## src/logic/mbw_cfg.svh

```systemverilog
// Timing constants and widths for the motion board watchdog.
// Assumes CORE_CLK at 25 MHz; included by the package and the top module.
`ifndef MBW_CFG_SVH
`define MBW_CFG_SVH

`define MBW_CLK_HZ 25000000
// Firmware load delay before arming, in milliseconds
`define MBW_ARM_DELAY_MS 3000
// Refresh timeout, in milliseconds
`define MBW_TIMEOUT_MS 10
// Cycle counts: clock in kHz, rounded down, times the milliseconds
`define MBW_ARM_CYCLES ((`MBW_CLK_HZ / 1000) * `MBW_ARM_DELAY_MS)
`define MBW_TIMEOUT_CYCLES ((`MBW_CLK_HZ / 1000) * `MBW_TIMEOUT_MS)
`define MBW_CNT_W 32
`define MBW_AXES 8

`endif

```

## src/logic/mbw_pkg.sv

```systemverilog
// Types shared by the motion board watchdog.
// Assumes mbw_cfg.svh supplies widths.
`include "mbw_cfg.svh"

package mbw_pkg;

  typedef enum logic [2:0] {
    MBW_ST_LOAD = 3'h1,
    MBW_ST_ARMED = 3'h2,
    MBW_ST_TRIP = 3'h4
  } mbw_state_t;

  typedef struct packed {
    logic [`MBW_AXES-1:0] axis_rst_n;
    logic [`MBW_AXES-1:0] analog_en;
    logic [`MBW_AXES-1:0] step_en;
    logic run_led;
    logic armed;
    logic tripped;
  } mbw_out_t;

endpackage

```

## src/logic/mbw_watchdog.sv

```systemverilog
// Board supervisory watchdog: arms after firmware load, trips on missing refresh.
// Assumes REFRESH comes from on-chip firmware logic on CORE_CLK; NRST is the host reset.
// Function
// - Disarmed until firmware load delay ends
// - Armed: timeout after 10 ms without refresh
// - Timeout latches board reset until NRST
// - Trip holds all axis modules in reset
// - Trip disables analog and step drive outputs
// - Trip turns off green run indicator
`timescale 1ns/100ps
`include "mbw_cfg.svh"

module mbw_watchdog #(
  parameter logic [`MBW_CNT_W-1:0] ARM_CYCLES = `MBW_ARM_CYCLES,
  parameter logic [`MBW_CNT_W-1:0] TIMEOUT_CYCLES = `MBW_TIMEOUT_CYCLES
) (
  input wire logic CORE_CLK,
  input wire logic NRST,
  input wire logic CLK_EN,
  input wire logic REFRESH,
  output mbw_pkg::mbw_out_t STATUS
);
  import mbw_pkg::*;

  // ****************************************
  // State and timer
  // ****************************************
  mbw_state_t state;
  mbw_state_t next_state;
  logic [`MBW_CNT_W-1:0] count;
  logic [`MBW_CNT_W-1:0] next_count;
  mbw_out_t next_status;

  always_comb
  begin
    next_state = state;
    next_count = count;
    case (state)
      MBW_ST_LOAD:
      begin
        if (count >= ARM_CYCLES - 32'h1)
        begin
          next_state = MBW_ST_ARMED;
          next_count = '0;
        end
        else
        begin
          next_count = count + 32'h1;
        end
      end
      MBW_ST_ARMED:
      begin
        if (REFRESH)
        begin
          next_count = '0;
        end
        else if (count >= TIMEOUT_CYCLES - 32'h1)
        begin
          next_state = MBW_ST_TRIP;
        end
        else
        begin
          next_count = count + 32'h1;
        end
      end
      // No exit: only NRST leaves the trip state
      MBW_ST_TRIP:
      begin
        next_state = MBW_ST_TRIP;
      end
      default:
      begin
        next_state = MBW_ST_TRIP;
      end
    endcase
  end

  // ****************************************
  // Outputs
  // ****************************************
  always_comb
  begin
    next_status.armed = (next_state == MBW_ST_ARMED);
    next_status.tripped = (next_state == MBW_ST_TRIP);
    // Drives stay off until armed too, so a hung load cannot move a motor
    next_status.axis_rst_n = {`MBW_AXES{next_state != MBW_ST_TRIP}};
    next_status.analog_en = {`MBW_AXES{next_state == MBW_ST_ARMED}};
    next_status.step_en = {`MBW_AXES{next_state == MBW_ST_ARMED}};
    next_status.run_led = (next_state != MBW_ST_TRIP);
  end

  always_ff @(posedge CORE_CLK or negedge NRST)
  begin
    if (!NRST)
    begin
      state <= MBW_ST_LOAD;
      count <= '0;
      STATUS <= '{axis_rst_n: {`MBW_AXES{1'b1}}, analog_en: '0, step_en: '0, run_led: 1'b1,
                  armed: 1'b0, tripped: 1'b0};
    end
    else if (CLK_EN)
    begin
      state <= next_state;
      count <= next_count;
      STATUS <= next_status;
    end
  end

  // ****************************************
  // Assertions
  // ****************************************
  property p_arm_wait;
    @(posedge CORE_CLK) disable iff (!NRST)
    (state == MBW_ST_LOAD) |-> !STATUS.armed;
  endproperty
  a_arm_wait: assert property (p_arm_wait) else $error("armed during load");

  property p_timeout;
    @(posedge CORE_CLK) disable iff (!NRST)
    (state == MBW_ST_ARMED && !REFRESH && CLK_EN && count == TIMEOUT_CYCLES - 32'h1)
      |=> (state == MBW_ST_TRIP);
  endproperty
  a_timeout: assert property (p_timeout) else $error("missed timeout");

  property p_latch;
    @(posedge CORE_CLK) disable iff (!NRST)
    (state == MBW_ST_TRIP) |=> (state == MBW_ST_TRIP);
  endproperty
  a_latch: assert property (p_latch) else $error("trip released");

  property p_axis_rst;
    @(posedge CORE_CLK) disable iff (!NRST)
    $past(state == MBW_ST_TRIP) && $past(CLK_EN) |-> (STATUS.axis_rst_n == '0);
  endproperty
  a_axis_rst: assert property (p_axis_rst) else $error("axis out of reset");

  property p_drive_off;
    @(posedge CORE_CLK) disable iff (!NRST)
    STATUS.tripped |-> (STATUS.analog_en == '0 && STATUS.step_en == '0);
  endproperty
  a_drive_off: assert property (p_drive_off) else $error("drive on while tripped");

  property p_led;
    @(posedge CORE_CLK) disable iff (!NRST)
    STATUS.tripped |-> !STATUS.run_led;
  endproperty
  a_led: assert property (p_led) else $error("run led on while tripped");

  property p_no_self_clear;
    @(posedge CORE_CLK) disable iff (!NRST)
    STATUS.tripped |=> STATUS.tripped;
  endproperty
  a_no_self_clear: assert property (p_no_self_clear) else $error("trip cleared without reset");

  property p_refresh;
    @(posedge CORE_CLK) disable iff (!NRST)
    (state == MBW_ST_ARMED && REFRESH && CLK_EN) |=> (count == '0 && state == MBW_ST_ARMED);
  endproperty
  a_refresh: assert property (p_refresh) else $error("refresh did not restart timer");

  // ****************************************
  // Checker helper
  // ****************************************
  // Counts enabled edges since release on its own, so the arming check
  // does not lean on the timer that it judges
  logic [`MBW_CNT_W-1:0] since_release;
  logic [`MBW_CNT_W-1:0] next_since_release;

  always_comb
  begin
    next_since_release = since_release;
    if (since_release != '1)
    begin
      next_since_release = since_release + 32'h1;
    end
  end

  always_ff @(posedge CORE_CLK or negedge NRST)
  begin
    if (!NRST)
    begin
      since_release <= '0;
    end
    else if (CLK_EN)
    begin
      since_release <= next_since_release;
    end
  end

  property p_arm_time;
    @(posedge CORE_CLK) disable iff (!NRST)
    $rose(STATUS.armed) |-> (since_release == ARM_CYCLES);
  endproperty
  a_arm_time: assert property (p_arm_time) else $error("armed at wrong time");

  property p_load_holds;
    @(posedge CORE_CLK) disable iff (!NRST)
    (state == MBW_ST_LOAD && CLK_EN && count < ARM_CYCLES - 32'h1) |=> (state == MBW_ST_LOAD);
  endproperty
  a_load_holds: assert property (p_load_holds) else $error("left load too early");

  property p_no_early_trip;
    @(posedge CORE_CLK) disable iff (!NRST)
    (state == MBW_ST_ARMED && CLK_EN && count < TIMEOUT_CYCLES - 32'h1) |=> (state == MBW_ST_ARMED);
  endproperty
  a_no_early_trip: assert property (p_no_early_trip) else $error("tripped before timeout");

  property p_axis_free;
    @(posedge CORE_CLK) disable iff (!NRST)
    !STATUS.tripped |-> (STATUS.axis_rst_n == '1);
  endproperty
  a_axis_free: assert property (p_axis_free) else $error("axis held in reset without trip");

  property p_led_on;
    @(posedge CORE_CLK) disable iff (!NRST)
    !STATUS.tripped |-> STATUS.run_led;
  endproperty
  a_led_on: assert property (p_led_on) else $error("run led off without trip");

  // Clock enable low must freeze timer, state and outputs alike
  property p_freeze;
    @(posedge CORE_CLK) disable iff (!NRST)
    !CLK_EN |=> ($stable(state) && $stable(count) && $stable(STATUS));
  endproperty
  a_freeze: assert property (p_freeze) else $error("state moved while clock enable low");

  c_arm: cover property (@(posedge CORE_CLK) disable iff (!NRST) $rose(STATUS.armed));
  c_trip: cover property (@(posedge CORE_CLK) disable iff (!NRST) $rose(STATUS.tripped));
  c_refresh: cover property (@(posedge CORE_CLK) disable iff (!NRST) STATUS.armed && REFRESH);
  c_freeze: cover property (@(posedge CORE_CLK) disable iff (!NRST) STATUS.armed && !CLK_EN);

endmodule // mbw_watchdog

```

## config.mk

```make
export PLATFORM = sky130hd
export DESIGN_NAME = mbw_watchdog
export DESIGN_NICKNAME = d
export VERILOG_FILES = /design/src/logic/mbw_pkg.sv /design/src/logic/mbw_watchdog.sv
export VERILOG_INCLUDE_DIRS = /design/src /design/src/logic
export SDC_FILE = /design/constraint.sdc
export NUM_CORES = 1
export LEC_CHECK = 0
export BUFFER_PORTS_ARGS = -buffer_cell sky130_fd_sc_hd__clkbuf_2
export CORE_UTILIZATION = 58
export DETAILED_ROUTE_END_ITERATION = 8
export GPL_ROUTABILITY_DRIVEN = 0
export PLACE_DENSITY = 0.8
export SLEW_MARGIN = 15
export SYNTH_ARGS = -nofsm -noshare
export SYNTH_HDL_FRONTEND = slang
export SYNTH_SLANG_ARGS = --single-unit
```

## constraint.sdc

```tcl
create_clock -name CORE_CLK -period 2.4 [get_ports CORE_CLK]
set_input_delay 0.12 -clock CORE_CLK [delete_from_list [all_inputs] [get_ports CORE_CLK]]
set_output_delay 0.12 -clock CORE_CLK [all_outputs]
set_load 0.01 [all_outputs]
```

-- After elaboration in Yosys (flattened, before gate mapping)
Cells that the tools add are included.
- order comparisons: 2
- reduce and logical (&&, ||, !) cells: 2
- muxes and demuxes: 8
- $add $sub $neg: 1
- eq/ne operators: 6
- operator list (kind ; number):
    2-to-1 mux 32 bit ; 3
    case mux 32 bit (2 select lines) ; 1
    adder 32 x 1 -> 32 bit, second input constant ; 1
    greater-or-equal comparator 32 x 18 -> 1 bit, second input constant ; 1
    greater-or-equal comparator 32 x 27 -> 1 bit, second input constant ; 1
    2-to-1 mux 3 bit ; 3
    equality test 3 x 2 -> 1 bit, second input constant ; 2
    != test 3 bit, second input constant ; 2
    case mux 3 bit (2 select lines) ; 1
    equality test 3 x 1 -> 1 bit, second input constant ; 1
    equality test 3 bit, second input constant ; 1
    AND reduction 3 bit ; 1
    nonzero test 2 bit ; 1
- input bits: 4
- output and inout bits: 27
- logic and storage cells: 26
- register bits: 40

-- Depth between registers and ports, before layout
- word-level depth: 5
- mapped depth: 9
- depth with buffers taken out: 8

-- Least setup slack after synthesis
OpenSTA, ideal clock, no wires.
- path kind: register to register
- start point: reg count[0]
- end point: reg count[7]
- path slack: 348 ps
- data required time: 2279 ps
- period minus slack after synthesis: 2052 ps
- stages on the path, launching flop included: 10
- setup time: 121 ps
- buffers on the path: 1
- arrival: 1931 ps
- cell sequence: dfrtp_1 > ha_1 > nand4_1 > o211ai_1 > a21oi_1 > or3_4 > and2_4 > buf_6 > a21o_1 > a22o_1
- cells in the longest elaborated chain, start to end: 4
- elaborated cells between the ends (all ways): 9
- classes of those cells: add/sub: 1; order compare: 2; eq/ne: 1; mux: 4; reduce/logical: 1
- ends and longest elaborated chain (what ; RTL line ; RTL):
    from (decl) ; mbw_watchdog.sv:30 ; logic [`MBW_CNT_W-1:0] count;
    from (signal assigned) ; mbw_watchdog.sv:104 ; count <= next_count;
    adder 32 x 1 -> 32 bit ; mbw_watchdog.sv:48, mbw_watchdog.sv:63 ;
    2-to-1 mux 32 bit ; mbw_watchdog.sv:57 ; else if (count >= TIMEOUT_CYCLES - 32'h1)
    2-to-1 mux 32 bit ; mbw_watchdog.sv:53 ; if (REFRESH)
    case mux 32 bit (2 select lines) ; mbw_watchdog.sv:38 ; case (state)
Several ways; a longest one is shown, not always the timed one. The select of a mux whose other input is x is not followed.
A chain may end at the register's enable or synchronous reset.

-- Final worst setup path
- start point: reg count[0]
- end point: reg count[30]
The elaborated chain is that of the path after synthesis.

==> impl_metrics.json <==
{
  "synth-compound-area-share_pct": 21.0,
  "most-common-layout-cells": "dfrtp_1, clkbuf_2, nand2_1, nor2_1, o21ai_0",
  "cp.arrival_ps": 2500,
  "reg2reg_from": "count[0]$_DFFE_PN0P_",
  "grt_usage_pct": 27.0,
  "critPathBufInv": 1,
  "antenna_found_initial": 0,
  "leakagePower_nw": 1.17,
  "fin_crit_sh_pct": 96.7,
  "max-slew-margin-rel_pct": 38.2,
  "wl_per_cell_um": 16.1,
  "cp_top_family": "simple AND/OR/NAND/NOR gates",
  "synth_edf_count": 0,
  "start_util_pct": 61.0,
  "syn2layout_area_growth_pct": 7.23,
  "reg2regPathDepth": 9,
  "wl_um": 5460,
  "rsz0062_at_grt": "no",
  "die_y_um": 67.3,
  "r2r-end": "count[30]$_DFFE_PN0P_",
  "yosys.area_share.xor_xnor_pct": 0,
  "cpMostUsedCell": "nor2_1",
  "synth-simple-area-share_pct": 27.5,
  "clockBufferDepth": 2,
  "antennaDiodeCount": 0,
  "hp-start": "CLK_EN",
  "synth_top_family_by_area": "simple AND/OR/NAND/NOR gates",
  "crit_chain": "ha_2, nand4_1, o211ai_1, a21oi_1, or3_4, and2_4, buf_12, nor2_1, nor2_1",
  "path_max_fanout": 6,
  "grt_remaining_overflow": 0,
  "regToRegSetupSlack_ps": 80,
  "grt_pass1_wl_um": 9070,
  "htree_levels": 2,
  "setup_slack_ps": 79.1,
  "place_hpwl_um": 3790,
  "avgSynthCellArea_um2": 8.97,
  "cts_tree": "done",
  "cts_root_buffer": "clkbuf_8",
  "critPathLaunchType": "register",
  "rows": 23,
  "setup_viol_count_final": 0,
  "crit_required_ps": 2580,
  "ioPinCount": 31,
  "layout-drive-gt1-share_pct": 26.2,
  "outcome": "finished clean",
  "dieArea_um2": 4530,
  "synthDistinctLibCells": 57,
  "via_per_inst": 6.34,
  "worstSetupEndpointType": "register",
  "clk_latency_ps": 300,
  "ys_ff_latch": 38,
  "vdd.ir_drop.worst_mv": 0.317,
  "synth.largest_area_cell": "dfrtp_1",
  "grt_start_max_net_pins": 39,
  "first_iter_violations": 261,
  "power.density_nw_per_um2": 490,
  "cts_buffers": 5,
  "yosysWarningCount": 0,
  "yosys-mux-area-fraction_pct": 0.455,
  "die_w_um": 67.3,
  "min_to": "state[1]$_DFFE_PN0P_",
  "fin_worst_skew_ps": 7.30,
  "critPathKind": "reg -> reg",
  "grt_pass1_vias": 1969,
  "crit_path_start": "count[0]$_DFFE_PN0P_",
  "slowest_delay_ps": 440,
  "setup_tns_ps": 0,
  "port_buffers": 30,
  "async_flop_share_pct": 100,
  "vias": 2154,
  "fmax_mhz": 431,
  "drc_errors": 0,
  "netlist_area_um2": 2480,
  "synth_nets": 281,
  "finalNetCount": 294,
  "cpMaxStageDelayCell": "or3_4",
  "hold_path_class": "in -> reg",
  "synth_area_leaders": "dfrtp_1, buf_4, a22o_1",
  "ys_seq_area_share_pct": 38.5,
  "core_area_um2": 4060,
  "tightest_slew_ps": 928,
  "cts_num_sinks": 38,
  "path_clk_slew_ps": 70,
  "final_common_cell": "dfrtp_1",
  "synth-main-ff-cell": "dfrtp_1",
  "synth_top_area_share_pct": 36.4,
  "dr.pass1.iters": 5,
  "period_needed_ps": 2320,
  "syn-instance-count": 276,
  "postRouteAntennaNets": 0,
  "dp_slack_ps": 45.3,
  "slew_viol_final": 0,
  "finalHoldViolCount": 0,
  "drv_cap": 0,
  "synth_fa_ha_area_share_pct": 0.505,
  "whs_path_depth": 2
}
[metal layers]
| metal | vias to the layer above | routed length (um) | GRT usage, % |
|---|---|---|---|
| met1 | 1038 | 2390 | 36.7 |
| met3 | 11 | 412 | 5.74 |
| met4 | 0 | 108 | 12.0 |
| met2 | 99 | 2550 | 41.3 |
| li1 | 1006 | - | - |
| met5 | - | 0 | 0 |
[sequential cells by signal, summed over array words and instances, names as in the netlist]
register / flops
STATUS: 3
count: 32
state: 3
[how the worst max path moves through the flow]
stage	endpoint	slack (ps)	cells past startpoint
after CTS	count[13]$_DFFE_PN0P_	20	8
after global placement	count[13]$_DFFE_PN0P_	100	8
after global routing	count[22]$_DFFE_PN0P_	10	9
after detailed placement	count[13]$_DFFE_PN0P_	50	8
after floorplan	count[7]$_DFFE_PN0P_	350	9
final	count[30]$_DFFE_PN0P_	80	9
[kinds of logic after synthesis]
| group | count (synthesis) |
|---|---|
| adder cells (fa/ha/maj) | 1 |
| buffers and inverters | 46 |
| AND/OR/NAND/NOR | 118 |
| flip-flops | 38 |
| AO/OA/AOI/OAI | 72 |
| multiplexers | 1 |
[where the power goes]
part           switching, mW  internal [mW]
Sequential            0.0187          0.657
Clock                  0.230          0.232
Combinational         0.0901         0.0744
[stage by stage]
step                util, %  cells  instance area (um^2)  power [mW]  hold slack [ps]
finish                 65.4    340                  2660        1.30              155
floorplan                 -    276                  2480       0.785             -176
global route           65.4    340                  2660        1.35              180
CTS                    64.1    338                  2600        1.27              154
detailed placement     61.6    329                  2500       0.815              299
global placement       61.6    329                  2500       0.811              294
[what timing repair did]
action / CTS / global route
endpoints found under the setup margin: 0 / 21
buffers inserted: 0 / 2
hold buffers: 1 / 0
endpoints found under the hold margin: 36 / 0
resized for setup: 0 / 4
[cell type report]
cell class                 count  area [um^2]
clock inverter                 1         5.00
inverter                       9         33.8
timing repair buffer          43          275
tap                           50         62.6
clock buffer                   7         86.3
fill                         328         1400
multi-input combinational    192         1240
sequential                    38          953
[cells in the mapped netlist (all sizes together), types with 6 or more instances]
| library cell | n |
|---|---|
| a21oi | 8 |
| a22o | 14 |
| buf | 32 |
| dfrtp | 36 |
| inv | 9 |
| nand2 | 29 |
| nand3 | 17 |
| nand4 | 6 |
| nor2 | 27 |
| nor3 | 9 |
| nor4 | 6 |
| o21ai | 19 |
| o31ai | 6 |
Note: power is estimated with default switching activity, not from simulation.
